==> src/rtl/osc_ctrl_pkg.sv <==
// Package for the oscillator select and clock divider control block.
// Assumes a 32-bit APB slave on pclk with byte addresses word aligned.
package osc_ctrl_pkg;

	// ==========================================================
	// Register map (index form, byte address = 4 * (index - 0x100))
	localparam logic [11:0] osc_ctrl_idx = 12'h100;
	localparam logic [11:0] clk_div_idx = 12'h102;
	localparam logic [11:0] unlock_idx = 12'h104;
	localparam logic [11:0] irq_status_idx = 12'h108;
	localparam logic [11:0] irq_mask_idx = 12'h10c;
	localparam logic [11:0] pll_timer_idx = 12'h110;
	localparam logic [7:0] osc_ctrl_addr = 8'h00;
	localparam logic [7:0] clk_div_addr = 8'h08;
	localparam logic [7:0] unlock_addr = 8'h10;
	localparam logic [7:0] irq_status_addr = 8'h20;
	localparam logic [7:0] irq_mask_addr = 8'h30;
	localparam logic [7:0] pll_timer_addr = 8'h40;

	// ==========================================================
	// Field positions
	localparam int cur_src_lsb = 12;
	localparam int next_src_lsb = 8;
	localparam int sel_freeze_bit = 7;
	localparam int pin_freeze_bit = 6;
	localparam int pll_settled_bit = 5;
	localparam int fail_bit = 3;
	localparam int prim_keep_bit = 2;
	localparam int sec_on_bit = 1;
	localparam int switch_bit = 0;
	localparam int recover_bit = 15;
	localparam int ratio_lsb = 12;
	localparam int ratio_apply_bit = 11;
	localparam int div_src_lsb = 8;
	localparam int postscale_lsb = 6;
	localparam int pll_keep_bit = 5;

	// ==========================================================
	// Reset values and keys
	localparam logic [2:0] ratio_reset = 3'h3;
	localparam logic [1:0] postscale_reset = 2'h0;
	localparam logic pll_keep_reset = 1'b1;
	localparam logic [15:0] unlock_key1 = 16'h0057;
	localparam logic [15:0] unlock_key2 = 16'h00aa;

	// ==========================================================
	// Timing: PLL start-up wait and switch settle time
	localparam int clk_period_ps = 25000;
	localparam int pll_start_ns = 2000;
	localparam int pll_start_cycles = (pll_start_ns * 1000 + clk_period_ps - 1)
		/ clk_period_ps;
	localparam int switch_ns = 100;
	localparam int switch_cycles = (switch_ns * 1000 + clk_period_ps - 1)
		/ clk_period_ps;

	// Interrupt status bit positions
	localparam int ev_switch_done = 0;
	localparam int ev_fail = 1;
	localparam int ev_pll_settled = 2;

	// ==========================================================
	// Source codes
	typedef enum logic [2:0] {
		src_fast_rc = 3'h0,
		src_fast_rc_pll = 3'h1,
		src_primary = 3'h2,
		src_primary_pll = 3'h3,
		src_secondary = 3'h4,
		src_low_power_rc = 3'h5,
		src_reserved = 3'h6,
		src_divided = 3'h7
	} source_type;

	// Configuration straps
	typedef struct packed {
		logic [2:0] boot_source_cfg;
		logic [1:0] fail_monitor_cfg;
		logic one_way_pin_freeze;
	} config_type;

	// Oscillator and clock steering outputs
	typedef struct packed {
		logic [2:0] active_source;
		logic [2:0] divider_source;
		logic [7:0] cpu_ratio;
		logic [3:0] pll_postscale;
		logic primary_run;
		logic secondary_run;
		logic pll_run;
	} clock_steer_type;

	// Active source is a PLL mode
	function automatic logic is_pll_src(input logic [2:0] s);
		return (s == src_fast_rc_pll) || (s == src_primary_pll);
	endfunction

endpackage

==> src/rtl/osc_select_divider.sv <==
// Oscillator source selection, doze ratio and PLL postscale control.
// Assumes straps stable around reset; status pins from other clocks.
//
// The APB register port was chosen for this implementation.
`timescale 1ns/1ps
module osc_select_divider
	import osc_ctrl_pkg::*;
(
	input wire logic pclk,
	input wire logic presetn,
	input wire logic psel,
	input wire logic penable,
	input wire logic pwrite,
	input wire logic [7:0] paddr,
	input wire logic [31:0] pwdata,
	output logic [31:0] prdata,
	output logic pready,
	output logic pslverr,
	input wire config_type straps,
	input wire logic pll_locked_pin,
	input wire logic clock_fail_pin,
	input wire logic sleep_req,
	input wire logic cpu_irq,
	output clock_steer_type steer,
	output logic pin_config_freeze,
	output logic irq
);

	// ==========================================================
	// Input synchronisers
	logic [1:0] lock_sync_r;
	logic [1:0] fail_sync_r;
	logic [1:0] sleep_sync_r;
	logic [1:0] cpuirq_sync_r;
	always_ff @(posedge pclk or negedge presetn) begin
		if (!presetn) begin
			lock_sync_r <= 2'h0;
			fail_sync_r <= 2'h0;
			sleep_sync_r <= 2'h0;
			cpuirq_sync_r <= 2'h0;
		end else begin
			lock_sync_r <= {lock_sync_r[0], pll_locked_pin};
			fail_sync_r <= {fail_sync_r[0], clock_fail_pin};
			sleep_sync_r <= {sleep_sync_r[0], sleep_req};
			cpuirq_sync_r <= {cpuirq_sync_r[0], cpu_irq};
		end
	end
	wire pll_locked = lock_sync_r[1];
	wire clk_fail = fail_sync_r[1];
	wire in_sleep = sleep_sync_r[1];
	wire irq_seen = cpuirq_sync_r[1];

	// ==========================================================
	// Bus decode; single-cycle access, every write takes at access phase
	wire access = psel && penable;
	wire wr = access && pwrite;
	wire wr_osc = wr && (paddr == osc_ctrl_addr);
	wire wr_div = wr && (paddr == clk_div_addr);
	wire wr_unl = wr && (paddr == unlock_addr);
	wire wr_sts = wr && (paddr == irq_status_addr);
	wire wr_msk = wr && (paddr == irq_mask_addr);
	wire addr_ok = (paddr == osc_ctrl_addr) || (paddr == clk_div_addr) ||
		(paddr == unlock_addr) || (paddr == irq_status_addr) ||
		(paddr == irq_mask_addr) || (paddr == pll_timer_addr);
	assign pready = 1'b1;
	assign pslverr = access && !addr_ok;

	// ==========================================================
	// Registers
	logic [2:0] cur_src_r;
	logic [2:0] next_src_r;
	logic switch_r;
	logic sel_freeze_r;
	logic pin_freeze_r;
	logic pll_settled_r;
	logic fail_r;
	logic prim_keep_r;
	logic sec_on_r;
	logic recover_r;
	logic [2:0] ratio_r;
	logic ratio_apply_r;
	logic [2:0] div_src_r;
	logic [1:0] postscale_r;
	logic pll_keep_r;
	logic [1:0] unlock_r;
	logic unlocked_r;
	logic [15:0] pll_timer_r;
	logic [7:0] switch_cnt_r;
	logic [2:0] irq_status_r;
	logic [2:0] irq_mask_r;
	logic boot_load_r;
	logic settled_prev_r;
	logic [31:0] prdata_r;

	// Unlock sequence: two keys back to back open one control write
	wire key1 = wr_unl && (pwdata[15:0] == unlock_key1);
	wire key2 = wr_unl && (pwdata[15:0] == unlock_key2) && unlock_r[0];
	always_ff @(posedge pclk or negedge presetn) begin
		if (!presetn) begin
			unlock_r <= 2'h0;
			unlocked_r <= 1'b0;
		end else begin
			// First key waits for the next write, not the next cycle
			unlock_r <= wr ? {1'b0, key1} : unlock_r;
			unlocked_r <= key2 ? 1'b1 : (wr_osc ? 1'b0 : unlocked_r);
		end
	end
	wire osc_write = wr_osc && unlocked_r;

	// ==========================================================
	// Selection freeze only honoured with monitor enabled
	wire monitor_on = (straps.fail_monitor_cfg == 2'b00);
	wire frozen = monitor_on && sel_freeze_r;
	wire start_switch = osc_write && pwdata[switch_bit] && !frozen;
	wire switch_done = switch_r && (switch_cnt_r == 8'h00);
	wire pin_can_clear = !(straps.one_way_pin_freeze && pin_freeze_r);
	wire pin_nxt = pwdata[pin_freeze_bit] || !pin_can_clear;
	wire pll_active = pll_keep_r || is_pll_src(cur_src_r);
	// Settled status only means something while a PLL source is current
	wire pll_mode = pll_active && is_pll_src(cur_src_r);
	wire timer_out = (pll_timer_r == 16'h0000);

	// Boot source captured in the first clocked cycle after release
	always_ff @(posedge pclk or negedge presetn) begin
		if (!presetn) begin
			boot_load_r <= 1'b1;
			cur_src_r <= 3'h0;
			next_src_r <= 3'h0;
		end else if (boot_load_r) begin
			boot_load_r <= 1'b0;
			cur_src_r <= straps.boot_source_cfg;
			next_src_r <= straps.boot_source_cfg;
		end else begin
			if (switch_done)
				cur_src_r <= next_src_r;
			if (osc_write && !frozen && !switch_r)
				next_src_r <= pwdata[next_src_lsb +: 3];
		end
	end

	// Switch sequencing with a settle count
	always_ff @(posedge pclk or negedge presetn) begin
		if (!presetn) begin
			switch_r <= 1'b0;
			switch_cnt_r <= 8'h00;
		end else if (start_switch && !switch_r) begin
			switch_r <= 1'b1;
			switch_cnt_r <= 8'(switch_cycles);
		end else if (switch_done) begin
			switch_r <= 1'b0;
		end else if (switch_r) begin
			switch_cnt_r <= switch_cnt_r - 8'h01;
		end
	end

	// Oscillator control bits
	always_ff @(posedge pclk or negedge presetn) begin
		if (!presetn) begin
			sel_freeze_r <= 1'b0;
			pin_freeze_r <= 1'b0;
			prim_keep_r <= 1'b0;
			sec_on_r <= 1'b0;
		end else if (osc_write) begin
			sel_freeze_r <= pwdata[sel_freeze_bit] || sel_freeze_r;
			pin_freeze_r <= pin_nxt;
			prim_keep_r <= pwdata[prim_keep_bit];
			sec_on_r <= pwdata[sec_on_bit];
		end
	end

	// Fail flag: set by monitor, cleared by an unlocked write of zero
	always_ff @(posedge pclk or negedge presetn) begin
		if (!presetn)
			fail_r <= 1'b0;
		else if (clk_fail)
			fail_r <= 1'b1;
		else if (osc_write && !pwdata[fail_bit])
			fail_r <= 1'b0;
	end

	// PLL start-up timer and settled status
	always_ff @(posedge pclk or negedge presetn) begin
		if (!presetn) begin
			pll_timer_r <= 16'(pll_start_cycles);
			pll_settled_r <= 1'b0;
		end else if (!pll_mode || start_switch || switch_r) begin
			pll_timer_r <= 16'(pll_start_cycles);
			pll_settled_r <= 1'b0;
		end else begin
			if (!timer_out)
				pll_timer_r <= pll_timer_r - 16'h0001;
			pll_settled_r <= pll_locked || timer_out;
		end
	end

	// ==========================================================
	// Clock divider register; interrupt recovery has priority
	always_ff @(posedge pclk or negedge presetn) begin
		if (!presetn) begin
			recover_r <= 1'b0;
			ratio_r <= ratio_reset;
			ratio_apply_r <= 1'b0;
			div_src_r <= 3'h0;
			postscale_r <= postscale_reset;
			pll_keep_r <= pll_keep_reset;
		end else begin
			if (wr_div) begin
				recover_r <= pwdata[recover_bit];
				ratio_r <= pwdata[ratio_lsb +: 3];
				div_src_r <= pwdata[div_src_lsb +: 3];
				postscale_r <= pwdata[postscale_lsb +: 2];
				pll_keep_r <= pwdata[pll_keep_bit];
			end
			if (recover_r && irq_seen)
				ratio_apply_r <= 1'b0;
			else if (wr_div)
				ratio_apply_r <= pwdata[ratio_apply_bit];
		end
	end

	// ==========================================================
	// Interrupt status: set wins over write-one-to-clear
	wire [2:0] ev = {pll_settled_r && !settled_prev_r, clk_fail, switch_done};
	always_ff @(posedge pclk or negedge presetn) begin
		if (!presetn) begin
			irq_status_r <= 3'h0;
			irq_mask_r <= 3'h0;
			settled_prev_r <= 1'b0;
		end else begin
			settled_prev_r <= pll_settled_r;
			irq_status_r <= (irq_status_r & ~(wr_sts ? pwdata[2:0] : 3'h0))
				| ev;
			if (wr_msk)
				irq_mask_r <= pwdata[2:0];
		end
	end
	assign irq = |(irq_status_r & irq_mask_r);

	// ==========================================================
	// Read data
	wire [15:0] osc_view = {1'b0, cur_src_r, 1'b0, next_src_r,
		sel_freeze_r, pin_freeze_r, pll_settled_r, 1'b0, fail_r,
		prim_keep_r, sec_on_r, switch_r};
	wire [15:0] div_view = {recover_r, ratio_r, ratio_apply_r, div_src_r,
		postscale_r, pll_keep_r, 5'h00};
	logic [31:0] rd_nxt;
	always_comb begin
		case (paddr)
			osc_ctrl_addr: rd_nxt = {16'h0000, osc_view};
			clk_div_addr: rd_nxt = {16'h0000, div_view};
			irq_status_addr: rd_nxt = {29'h0, irq_status_r};
			irq_mask_addr: rd_nxt = {29'h0, irq_mask_r};
			pll_timer_addr: rd_nxt = {16'h0000, pll_timer_r};
			default: rd_nxt = 32'h0;
		endcase
	end
	// Read data registered at setup so it stands through access
	always_ff @(posedge pclk or negedge presetn) begin
		if (!presetn)
			prdata_r <= 32'h0;
		else if (psel && !penable)
			prdata_r <= rd_nxt;
	end
	assign prdata = prdata_r;

	// ==========================================================
	// Clock steering outputs
	wire [2:0] eff_ratio = ratio_apply_r ? ratio_r : 3'h0;
	assign steer.active_source = cur_src_r;
	assign steer.divider_source = div_src_r;
	assign steer.cpu_ratio = 8'h01 << eff_ratio;
	assign steer.pll_postscale = 4'h1 << postscale_r;
	assign steer.primary_run = !in_sleep || prim_keep_r;
	assign steer.secondary_run = sec_on_r;
	assign steer.pll_run = pll_active;
	assign pin_config_freeze = pin_freeze_r;

endmodule

==> config.mk <==
export PLATFORM = sky130hd
export DESIGN_NAME = osc_select_divider
export DESIGN_NICKNAME = d
export VERILOG_FILES = /design/src/rtl/osc_ctrl_pkg.sv /design/src/rtl/osc_select_divider.sv
export SDC_FILE = /design/constraint.sdc
export NUM_CORES = 1
export LEC_CHECK = 0
export ABC_AREA = 1
export BUFFER_PORTS_ARGS = -buffer_cell sky130_fd_sc_hd__buf_2
export CAP_MARGIN = 10
export CELL_PAD_IN_SITES_DETAIL_PLACEMENT = 1
export CELL_PAD_IN_SITES_GLOBAL_PLACEMENT = 2
export CORE_ASPECT_RATIO = 1.1
export CORE_MARGIN = 3
export CORE_UTILIZATION = 32
export CTS_CLUSTER_SIZE = 8
export DETAILED_ROUTE_END_ITERATION = 7
export PLACE_DENSITY = 0.94
export SYNTH_ARGS = -nofsm -noshare
export SYNTH_HDL_FRONTEND = slang
export SYNTH_SLANG_ARGS = --single-unit
==> constraint.sdc <==
create_clock -name pclk -period 3.2 [get_ports pclk]
set_clock_uncertainty 0.2 [all_clocks]
set_input_delay 0.32 -clock pclk [delete_from_list [all_inputs] [get_ports pclk]]
set_output_delay 0.32 -clock pclk [all_outputs]
set_load 0.02 [all_outputs]
==> results of run 1 <==
[cell usage after synthesis, drive strengths merged, types with 6 or more instances]
| cell type | number |
|---|---|
| dfstp | 6 |
| o21ai | 35 |
| nand3 | 40 |
| nor2 | 79 |
| buf | 26 |
| o211ai | 7 |
| nand2 | 181 |
| dfrtp | 76 |
| xor2 | 8 |
| nor4 | 6 |
| inv | 74 |
| nor3 | 10 |
| nand4 | 11 |
[power groups by stage]
stage | combinational [mW] | clock (mW) | sequential (mW)
after floorplan | 0.0879 | 0 | 1.09
after global placement | 0.152 | 0 | 1.09
after detailed placement | 0.156 | 0 | 1.09
after CTS | 0.162 | 1.09 | 1.07
after global routing | 0.179 | 1.13 | 1.08
final | 0.159 | 1.07 | 1.07
[final cells by class]
cell class              instances  area, um^2
fillers                      1716        8050
flip-flops and latches         82        2060
multi-input cells             419        1940
repair buffers                 85         460
inverters                      75         282
clock buffers                  11         253
well taps                     184         230
clock inverters                 5        52.6
[kinds of logic after synthesis]
group | share of synthesized area
AO/OA/AOI/OAI | 0.0695
XOR/XNOR | 0.0159
adder cells (fa/ha/maj) | 0.0113
buffers and inverters | 0.108
flip-flops | 0.467
other | 0.00170
AND/OR/NAND/NOR | 0.327
[layer usage]
| layer | vias up | part of all wire | track usage |
|---|---|---|---|
| met5 | - | 0 | 0 |
| met4 | 0 | 0.018 | 0.0669 |
| met3 | 18 | 0.026 | 0.0271 |
| met2 | 58 | 0.50 | 0.303 |
| met1 | 1955 | 0.45 | 0.208 |
| li1 | 1985 | - | - |
[path summary, 6_finish.rpt]
path,depth (start not counted),start,endpoint,slack (ns)
worst min register to register,0,fail_sync_r[0]$_DFF_PN0_,fail_sync_r[1]$_DFF_PN0_,0.15
max in group asynchronous,1,presetn,sec_on_r$_DFFE_PN0N_,2.15
worst min-delay path,1,presetn,ratio_r[2]$_DFFE_PN0P_,-0.03
worst max-delay path,8,paddr[1],pslverr,0.92
min in group pclk,3,pwdata[12],ratio_r[0]$_DFFE_PN1P_,0.02
worst max register to register,11,switch_cnt_r[0]$_DFFE_PN0P_,switch_cnt_r[3]$_DFFE_PN0P_,0.97
[through the flow]
stage | hold WS, ns | utilization
floorplan | -0.176 | -
finish | -0.0325 | 0.396
global placement | 0.132 | 0.369
global route | 0.0347 | 0.396
CTS | 0.00688 | 0.396
detailed placement | 0.139 | 0.369
[state kept, by name (all words and copies together) (netlist names), 2 cells and up]
signal / count
cur_src_r: 3
switch_cnt_r: 8
prdata: 16
next_src_r: 3
cpuirq_sync_r: 2
fail_sync_r: 2
irq_status_r: 3
irq_mask_r: 3
postscale_r: 2
pll_timer_r: 16
lock_sync_r: 2
ratio_r: 3
div_src_r: 3
sleep_sync_r: 2
[worst max-delay path, stage by stage]
cell and delay (ns):
buf_2 0.11, nor2_1 0.10, nand2_1 0.13, inv_1 0.31
nand2_1 0.35, nand4_1 0.21, nor3_1 0.06, buf_2 0.17
==> metrics.md, run 1 <==
| Metric | Value |
|---|---|
| Final Max Tran Viols | `0` |
| Post-synth top area share | `0.431` |
| Root Buffer | `clkbuf_16` |
| Finish-stage setup viols | `0` |
| First-pass GRT wire length | `just over 20 mm` |
| Placed cell area | `slightly below 5000 um^2` |
| Ys flop type | `dfrtp_1` |
| Internal power | `roughly 1.7 mW` |
| Die area | `between 15000 and 20000 um^2` |
| Yosys warning total | `0` |
| Clock Power Share | `0.465` |
| Critical path class | `input port to output port` |
| Cell area after layout | `5280 um^2` |
| Final WS setup | `~0.9 ns` |
| Worst-path clk slew | `around 0.060 ns` |
| Clock sink count | `82` |
| Sequential area share after synthesis | `0.467` |
| Overall Power | `approximately 2.3 mW` |
| Failing checks | `negative hold slack` |
| Wirelength per Cell | `14.8 um` |
| Final period util | `0.712` |
| PD cells | `approximately 440 nW/um^2` |
| Post-DP HPWL | `a little under 10 mm` |
| Final period demand of the worst path | `between 2 and 2.5 ns` |
| Commonest non-fill, non-tap cell in the layout | `nand2_1` |
| Status | `finished with violations` |
| EDFF count, synth | `0` |
| Die Span Y | `between 100 and 150 um` |
| Synth Area per Inst | `around 7.5 um^2` |
| Global route total overflow | `0` |
| Post-CTS sizing | `0` |
| Max Root-Sink Buffers | `2` |
| # diodes | `0` |
| Detailed Route Iter0 Violations | `about 160` |
| Final Instance Count excl. Fillers | `between 800 and 900` |
| Crit. End Element | `output port` |
| Startpoint types | `input port` |
| Syn Std Cell Area | `4410 um^2` |
| Worst slack, placed | `roughly 0.84 ns` |
| H-tree levels | `3` |
| Syn-to-layout area delta | `19.5%` |
| Final Hold Vio Count | `between 40 and 50` |
| Crit path DAT | `between 1.5 and 2 ns` |
| IO Port Bufs | `just under 80` |
| Initial antenna violation count | `0` |
| RSZ-0062 raised after global routing | `no` |
| Seq pwr share | `0.466` |
| Layout cell share with drive strength beyond 1 | `0.173` |
| Final antenna-violating net count | `0` |
| Yosys reg bits | `roughly 80` |
| Post-route DRC violation count | `0` |
| CP required | `around 2.7 ns` |
| # Post-CTS Setup Buffers | `0` |
| Gate Count Post-Synth | `588` |
| Final GP Congestion | `0.850` |
| Most frequent cells in the layout | `nand2_1, buf_2, dfrtp_1, nor2_1, inv_1` |
| Hold-fix buffers, CTS | `6` |
| FMAX | `between 400 and 500 MHz` |
| TritonRoute pass-1 iters | `4` |
| Max FO, Critical Path | `13` |
| Static leakage | `roughly 2.8 nW` |
| Fraction of registers with async set/reset | `1.00` |
| Worst min-delay path class | `input port to asynchronous set/reset pin` |
| Slew headroom | `0.292` |
| Number of global-route vias before repair | `4238` |
| Starting Density | `0.331` |
| Unique masters post-synth | `36` |
| Ranking of synthesized cells by area | `dfrtp_1, nand2_1, nor2_1` |
| Die width | `about 120 um` |
| GRT Resource Usage Total | `0.170` |
| Net switching power | `roughly 0.55 mW` |
| Largest net degree at the start of global routing | `between 80 and 90` |
| Row cnt | `44` |
| Slew at the pin closest to its max-slew limit | `~1.1 ns` |
| Routed vias | `around 4k` |
| Placed Cells incl. Taps | `839` |
| Proportion of power drawn by combinational gates | `0.069` |
| Fin Setup TNS | `0 ns` |
| Hold_ws | `-0.0325 ns` |
| Clock latency on the worst-skew pair | `0.35 ns` |
| Routed WL | `between 10 and 15 mm` |
| Area leader, netlist | `dfrtp_1` |
| CTS tree | `yes` |
| Inserted Clock Buffers | `9` |
| Core Area | `~13000 um^2` |
| Vias per cell | `roughly 4.7` |
| MaxCap Viol Count | `0` |
| Sw Ratio | `0.241` |
| Worst IR drop on VDD | `between 0.00015 and 0.0002 V` |
| I/O pins | `112` |
| Final #Nets | `731` |
Note: power is estimated with default switching activity, not from simulation.
==> run 2: changes to the inputs <==
ABC_AREA = 0   (was 1)
CORE_UTILIZATION = 29   (was 32)
PLACE_DENSITY = 0.84   (was 0.94)
clock period = 2 ns   (was 3.2 ns; I/O delays follow)
==> metrics.md, run 2 <==
| Metric | Value |
|---|---|
| Post-route DRC violation count | `0 (unchanged)` |
| Flop-to-flop setup slack | `-0.17 ns (-1.14 ns)` |
| Final #Nets | `615 (-16%)` |
| Fraction of registers with async set/reset | `1.00 (unchanged)` |
| First-pass GRT wire length | `21.9 mm (+5.9%)` |
| Routed vias | `3840 (-4.4%)` |
| Crit. End Element | `flip-flop` |
| Starting Density | `0.299 (-0.0323)` |
| Worst IR drop on VDD | `0.000484 V (+170%)` |
| CTS tree | `yes` |
| Commonest non-fill, non-tap cell in the layout | `buf_2` |
| Final Hold Vio Count | `0 (-100%)` |
| Syn-to-layout area delta | `39.1%` |
| Max Root-Sink Buffers | `2 (unchanged)` |
| Static leakage | `2.67 nW (-4.0%)` |
| CP required | `2.08 ns (-0.60 ns)` |
| Startpoint types | `flip-flop` |
| Core Util, Final | `0.416 (+0.0199)` |
| RSZ-0062 raised after global routing | `yes` |
| CP most frequent cell | `or4_4` |
| Vias per cell | `5.13 (+9.9%)` |
| Post-synth top area share | `0.456 (+0.0247)` |
| MaxCap Viol Count | `0 (unchanged)` |
| Gate Count Post-Synth | `402 (-32%)` |
| Final GP Congestion | `0.813 (-4.4%)` |
| Clock latency on the worst-skew pair | `0.35 ns (about the same)` |
| Max FO, Critical Path | `5 (-8)` |
| EDFF count, synth | `0 (unchanged)` |
| Routed WL | `13.9 mm (+8.8%)` |
| Largest net degree at the start of global routing | `57 (-31%)` |
| Ys flop type | `dfrtp_1` |
| Ranking of synthesized cells by area | `dfrtp_1, dfstp_2, mux2_2` |
| TritonRoute pass-1 iters | `7 (+3)` |
| Hold_ws | `0.0212 ns (+0.0537 ns)` |
| Syn Std Cell Area | `4170 um^2 (-5.4%)` |
| Final Max Tran Viols | `0 (unchanged)` |
| Inserted Clock Buffers | `9 (unchanged)` |
| Post-DP HPWL | `10.3 mm (+5.6%)` |
| Crit path DAT | `2.25 ns (+0.49 ns)` |
| Most frequent cells in the layout | `buf_2, dfrtp_1, buf_4, nand2_1, nor2_1` |
| Most common cell in the netlist | `dfrtp_1` |
| CP max-delay cell | `or4_4` |
| Crit path largest cell delay | `0.56 ns (+0.21 ns)` |
| Clock sink count | `82 (unchanged)` |
| Final period demand of the worst path | `approximately 2.2 ns` |
| Fin Setup TNS | `-1.57 ns (-1.57 ns)` |
| CP Cell Sequence | `or4_4 -> o21bai_4 -> buf_6 -> or4_4 -> a21oi_2` |
| Finish-stage setup viols | `14 (+14)` |
| Cell area after layout | `5810 um^2 (+10%)` |
| # diodes | `0 (unchanged)` |
| Synth cell count leaders | `dfrtp_1, nand2_1, nor2_1` |
| GRT Resource Usage Total | `0.176 (+0.00628)` |
| Overall Power | `3.80 mW (+65%)` |
| FILL cells | `1626 (-5.2%)` |
| Final period util | `1.09` |
| PD cells | `655 nW/um^2 (+50%)` |
| Core Area | `14000 um^2 (+4.8%)` |
| Failing checks | `negative setup slack` |
| Yosys warning total | `0 (unchanged)` |
| Critical path class | `flip-flop to flip-flop` |
| IO Port Bufs | `78 (unchanged)` |
| Row cnt | `45 (+2.3%)` |
| Global route total overflow | `0 (unchanged)` |
| Area leader, netlist | `dfrtp_1` |
| Hold Path Cell Cnt | `3` |
| Register-to-Register Path Depth | `5 (-6)` |
| Final WS setup | `-0.172 ns (-1.09 ns)` |
| Die Span Y | `132 um (+2.1%)` |
| Die width | `120 um (+2.1%)` |
| Detailed Route Iter0 Violations | `210 (+35%)` |
| FMAX | `around 460 MHz` |
| Delay-heaviest family, CP | `simple AND/OR/NAND/NOR gates` |
| Sequential area share after synthesis | `0.493 (+0.0267)` |
| Reg-to-reg startpoint | `pll_timer_r[6]$_DFFE_PN1P_` |
| Layout cell share with drive strength beyond 1 | `0.405 (+0.232)` |
| Status | `finished with violations` |
| I/O pins | `112 (unchanged)` |
| Synth Area per Inst | `10.4 um^2 (+38%)` |
| CP Buf/Inv Count | `1 (-2)` |
| Worst min-delay path class | `input port to flip-flop` |
| Wirelength per Cell | `18.6 um (+25%)` |
| H-tree levels | `3 (unchanged)` |
| Yosys reg bits | `82 (unchanged)` |
| Final antenna-violating net count | `0 (unchanged)` |
| Worst reg2reg endpoint | `pll_timer_r[13]$_DFFE_PN0P_` |
| Number of global-route vias before repair | `4059 (-4.2%)` |
| Unique masters post-synth | `64 (+78%)` |
| Initial antenna violation count | `0 (unchanged)` |
| Root Buffer | `clkbuf_16` |
| Die area | `15900 um^2 (+4.2%)` |
| Worst hold path endpoint | `div_src_r[2]$_DFFE_PN0P_` |
| Placed cell area | `5110 um^2 (+4.2%)` |
| HP Start | `pwdata[10]` |
| Worst-path clk slew | `0.06 ns (about the same)` |
run 2: cell types whose count changed after synthesis, sizes merged, moves of 8 or more:
cell and change:
or4 +13, o21ai -10, nand2b +11, nor2 -54, xor2 -8, inv -62
a222oi +10, nand3 -35, mux2 +14, nand2 -146, a21oi +23
run 2: through the flow:
step	setup slack [ns]	std cells
after floorplan	-0.168	418
after global placement	-0.0998	706
after detailed placement	-0.166	706
after CTS	-0.170	746
after global routing	-0.223	749
final	-0.172	749
run 2: timing repair:
action	in CTS	in global routing
endpoints found under the setup margin	15	24
pin swaps	13	10
buffers inserted	5	3
hold buffers	19	0
gates resized for setup	15	20
hold endpoints to repair	103	0
run 2: area by class of cell:
class | count | area (um^2) | area share
Clock inverter | 5 | 77.6 | 0.0134
Multi-Input combinational cell | 290 | 2030 | 0.350
Sequential cell | 82 | 2060 | 0.355
Inverter | 12 | 45.0 | 0.00776
Tap cell | 188 | 235 | 0.0405
Timing Repair Buffer | 161 | 1110 | 0.192
Clock buffer | 11 | 243 | 0.0418
run 2: power breakdown:
group	switching [mW]	total [mW]	internal, mW
sequential	0.0229	1.71	1.69
clock	0.677	1.80	1.12
combinational	0.179	0.292	0.113
run 2: how the worst max path moves through the flow:
stage                               start                           to  slack [ns]  cells after the start
6_report       pll_timer_r[6]$_DFFE_PN1P_  pll_timer_r[13]$_DFFE_PN0P_       -0.17                      5
5_1_grt        pll_timer_r[7]$_DFFE_PN0P_  pll_timer_r[13]$_DFFE_PN0P_       -0.22                      5
4_1_cts        pll_timer_r[9]$_DFFE_PN0P_  pll_timer_r[11]$_DFFE_PN0P_       -0.17                      5
3_5_place_dp   pll_timer_r[1]$_DFFE_PN0P_  pll_timer_r[10]$_DFFE_PN0P_       -0.17                      8
3_3_place_gp   pll_timer_r[1]$_DFFE_PN0P_   pll_timer_r[0]$_DFFE_PN0P_        -0.1                      6
2_1_floorplan  pll_timer_r[0]$_DFFE_PN0P_   pll_timer_r[0]$_DFFE_PN0P_       -0.17                      7
run 2: metal layers:
| metal | vias up | global-route usage | part of all wire |
|---|---|---|---|
| met3 | 20 | 0.0511 | 0.064 |
| met1 | 1923 | 0.216 | 0.41 |
| met2 | 124 | 0.305 | 0.51 |
| met5 | - | 0 | 0 |
| met4 | 0 | 0.0422 | 0.013 |
| li1 | 1773 | - | - |
run 2: cell families (layout without fill, tap and decap cells):
logic type               after synthesis  after routing  share of synthesized area
multiplexers                          21             21                     0.0546
other                                  2             18                    0.00180
AND/OR/NAND/NOR                      143            143                      0.197
flip-flops                            82             82                      0.493
XOR/XNOR                               3              3                    0.00630
buffers and inverters                 46            189                     0.0647
adder cells (fa/ha/maj)                4              4                     0.0120
AO/OA/AOI/OAI                        101            101                      0.171
run 2: worst reg2reg max path, delay by kind of cell (launching register included):
| family | cells | cell delay (ns) |
|---|---|---|
| simple gates | 2 | 1.04 |
| buf+inv | 1 | 0.14 |
| compound gates | 2 | 0.36 |
| flops | 1 | 0.37 |
==> run 3: changes to the inputs <==
--- a/config.mk
+++ b/config.mk
@@ -9,4 +9,4 @@
 export BUFFER_PORTS_ARGS = -buffer_cell sky130_fd_sc_hd__buf_2
-export CAP_MARGIN = 10
-export CELL_PAD_IN_SITES_DETAIL_PLACEMENT = 1
+export CAP_MARGIN = 15
+export CELL_PAD_IN_SITES_DETAIL_PLACEMENT = 0
 export CELL_PAD_IN_SITES_GLOBAL_PLACEMENT = 2
--- a/constraint.sdc
+++ b/constraint.sdc
@@ -4,2 +4,2 @@
 set_output_delay 0.2 -clock pclk [all_outputs]
-set_load 0.02 [all_outputs]
+set_load 0.005 [all_outputs]
==> metrics.md, run 3 (synthesis results as in run 2) <==
| Metric | Value |
|---|---|
| Routed WL | `12.8 mm (-7.9%)` |
| Reg-to-reg startpoint | `pll_timer_r[13]$_DFFE_PN0P_` |
| Final #Nets | `617 (+0.33%)` |
| CP required | `2.07 ns (about the same)` |
| H-tree levels | `3 (unchanged)` |
| Finish-stage setup viols | `14 (unchanged)` |
| TritonRoute pass-1 iters | `7 (unchanged)` |
| Wirelength per Cell | `17.0 um (-8.2%)` |
| Global route total overflow | `0 (unchanged)` |
| First-pass GRT wire length | `20.7 mm (-5.8%)` |
| Initial antenna violation count | `0 (unchanged)` |
| Number of global-route vias before repair | `3947 (-2.8%)` |
| Commonest non-fill, non-tap cell in the layout | `buf_2` |
| FILL cells | `1391 (-14%)` |
| Layout cell share with drive strength beyond 1 | `0.394 (-0.0103)` |
| Post-route DRC violation count | `0 (unchanged)` |
| Crit path DAT | `2.17 ns (-0.08 ns)` |
| RSZ-0062 raised after global routing | `yes` |
| FMAX | `476 MHz (+3.4%)` |
| Max FO, Critical Path | `7 (+2)` |
| Hold_ws | `0.0256 ns (+0.00438 ns)` |
| FF+latch area | `2060 um^2 (unchanged)` |
| Final antenna-violating net count | `0 (unchanged)` |
| Final period util | `1.05 (-0.0361)` |
| Syn-to-layout area delta | `39.2% (about the same)` |
| Root Buffer | `clkbuf_16` |
| Placed Cells incl. Taps | `706 (unchanged)` |
| Most frequent cells in the layout | `buf_2, dfrtp_1, buf_4, nand2_1, nor2_1` |
| Status | `finished with violations` |
| Core Area | `14000 um^2 (unchanged)` |
| Crit. End Element | `flip-flop` |
| IO Port Bufs | `78 (unchanged)` |
| Final WS setup | `-0.100 ns (+0.0722 ns)` |
| # diodes | `0 (unchanged)` |
| Max Root-Sink Buffers | `2 (unchanged)` |
| Largest net degree at the start of global routing | `57 (unchanged)` |
| Row cnt | `45 (unchanged)` |
| Post-DP HPWL | `9.28 mm (-9.5%)` |
| Detailed Route Iter0 Violations | `273 (+30%)` |
| Crit path capture | `pll_timer_r[0]$_DFFE_PN0P_` |
| PD cells | `631 nW/um^2 (-3.7%)` |
| Slew headroom | `0.649` |
| Startpoint types | `flip-flop` |
| Starting Density | `0.299 (unchanged)` |
| I/O pins | `112 (unchanged)` |
| Final period demand of the worst path | `2.10 ns (-0.0722 ns)` |
| Critical path class | `flip-flop to flip-flop` |
| CTS tree | `yes` |
| Clock latency on the worst-skew pair | `0.34 ns (about the same)` |
| Register-to-Register Path Depth | `4 (-1)` |
| Die Span Y | `132 um (unchanged)` |
| GRT Resource Usage Total | `0.163 (-0.0130)` |
| Final Instance Count excl. Fillers | `751 (+0.27%)` |
| Die width | `120 um (unchanged)` |
| Static leakage | `2.68 nW (+0.12%)` |
| Final Max Tran Viols | `0 (unchanged)` |
| Worst min-delay path class | `input port to flip-flop` |
| Worst reg2reg endpoint | `pll_timer_r[0]$_DFFE_PN0P_` |
| Clock sink count | `82 (unchanged)` |
| Critical path origin | `pll_timer_r[13]$_DFFE_PN0P_` |
| Final Hold Vio Count | `0 (unchanged)` |
| Footprint of the multi-input gates | `2040 um^2 (+0.49%)` |
| Routed vias | `3799 (-1.1%)` |
| Final GP Congestion | `0.813 (unchanged)` |
| Flop-to-flop setup slack | `-0.10 ns (+0.07 ns)` |
| Vias per cell | `5.06 (-1.3%)` |
| Worst-path clk slew | `0.06 ns (about the same)` |
| MaxCap Viol Count | `0 (unchanged)` |
| Failing checks | `negative setup slack` |
| Worst IR drop on VDD | `0.000356 V (-26%)` |
| Inserted Clock Buffers | `9 (unchanged)` |
| Hold Path Cell Cnt | `3 (unchanged)` |
| Slew at the pin closest to its max-slew limit | `just over 0.5 ns` |
| Die area | `15900 um^2 (unchanged)` |
## run 3: changes by cell type in the layout (fill, tap and decap cells not counted), sizes merged
cell    previous run  this run
bufinv             2         1
buf              142       143
clkinv             2         3
o21bai             1         2
## run 3: cell type report
| cell class | count | share of cell area |
|---|---|---|
| flip-flops and latches | 82 | 0.355 |
| multi-input cells | 291 | 0.352 |
| repair buffers | 162 | 0.193 |
| clock buffers | 11 | 0.0435 |
| well taps | 188 | 0.0405 |
| clock inverters | 5 | 0.00905 |
| inverters | 12 | 0.00775 |
## run 3: power by group
| part | internal [mW] | total [mW] | switching (mW) |
|---|---|---|---|
| clock network | 1.03 | 1.70 | 0.674 |
| registers | 1.69 | 1.71 | 0.0225 |
| logic | 0.112 | 0.253 | 0.140 |
## run 3: critical path: stages, from the launching register on
cell	delay [ns]
dfrtp_1	0.38
or4_4	0.58
or4_4	0.64
xnor2_2	0.16
nor2_1	0.08
## run 3: metal layers
layer / wire length (um) / global-route usage
met2: 6180 / 0.267
met3: 768 / 0.0395
met4: 232 / 0.0497
met5: 0 / 0
met1: 5610 / 0.213
## run 3: worst min path at each step
stage | to | slack, ns | from
floorplan | cpuirq_sync_r[0]$_DFF_PN0_ | -0.30 | presetn
global placement | irq_mask_r[0]$_DFFE_PN0P_ | -0.05 | presetn
detailed placement | irq_mask_r[0]$_DFFE_PN0P_ | -0.06 | presetn
CTS | irq_mask_r[0]$_DFFE_PN0P_ | 0.02 | pwdata[0]
global route | div_src_r[0]$_DFFE_PN0P_ | 0.02 | pwdata[8]
finish | div_src_r[0]$_DFFE_PN0P_ | 0.03 | pwdata[8]
## run 3: metrics by stage
| step | instance area (um^2) | util | power (mW) | setup TNS [ns] | setup slack [ns] |
|---|---|---|---|---|---|
| after CTS | 5730 | 0.410 | 3.69 | -0.756 | -0.101 |
| after global placement | 5110 | 0.366 | 1.96 | -0.722 | -0.0998 |
| after floorplan | 4250 | - | 1.83 | -1.33 | -0.168 |
| final | 5810 | 0.416 | 3.66 | -0.814 | -0.100 |
| after detailed placement | 5110 | 0.366 | 1.96 | -1.18 | -0.123 |
| after global routing | 5810 | 0.416 | 3.81 | -1.62 | -0.182 |
## run 3: what timing repair did
item,in CTS,in global routing
resized for setup,13,15
setup endpoints to repair,15,23
endpoints found under the hold margin,102,0
setup buffers,8,1
cloned,1,0
hold buffers,19,0
pin swaps,10,6
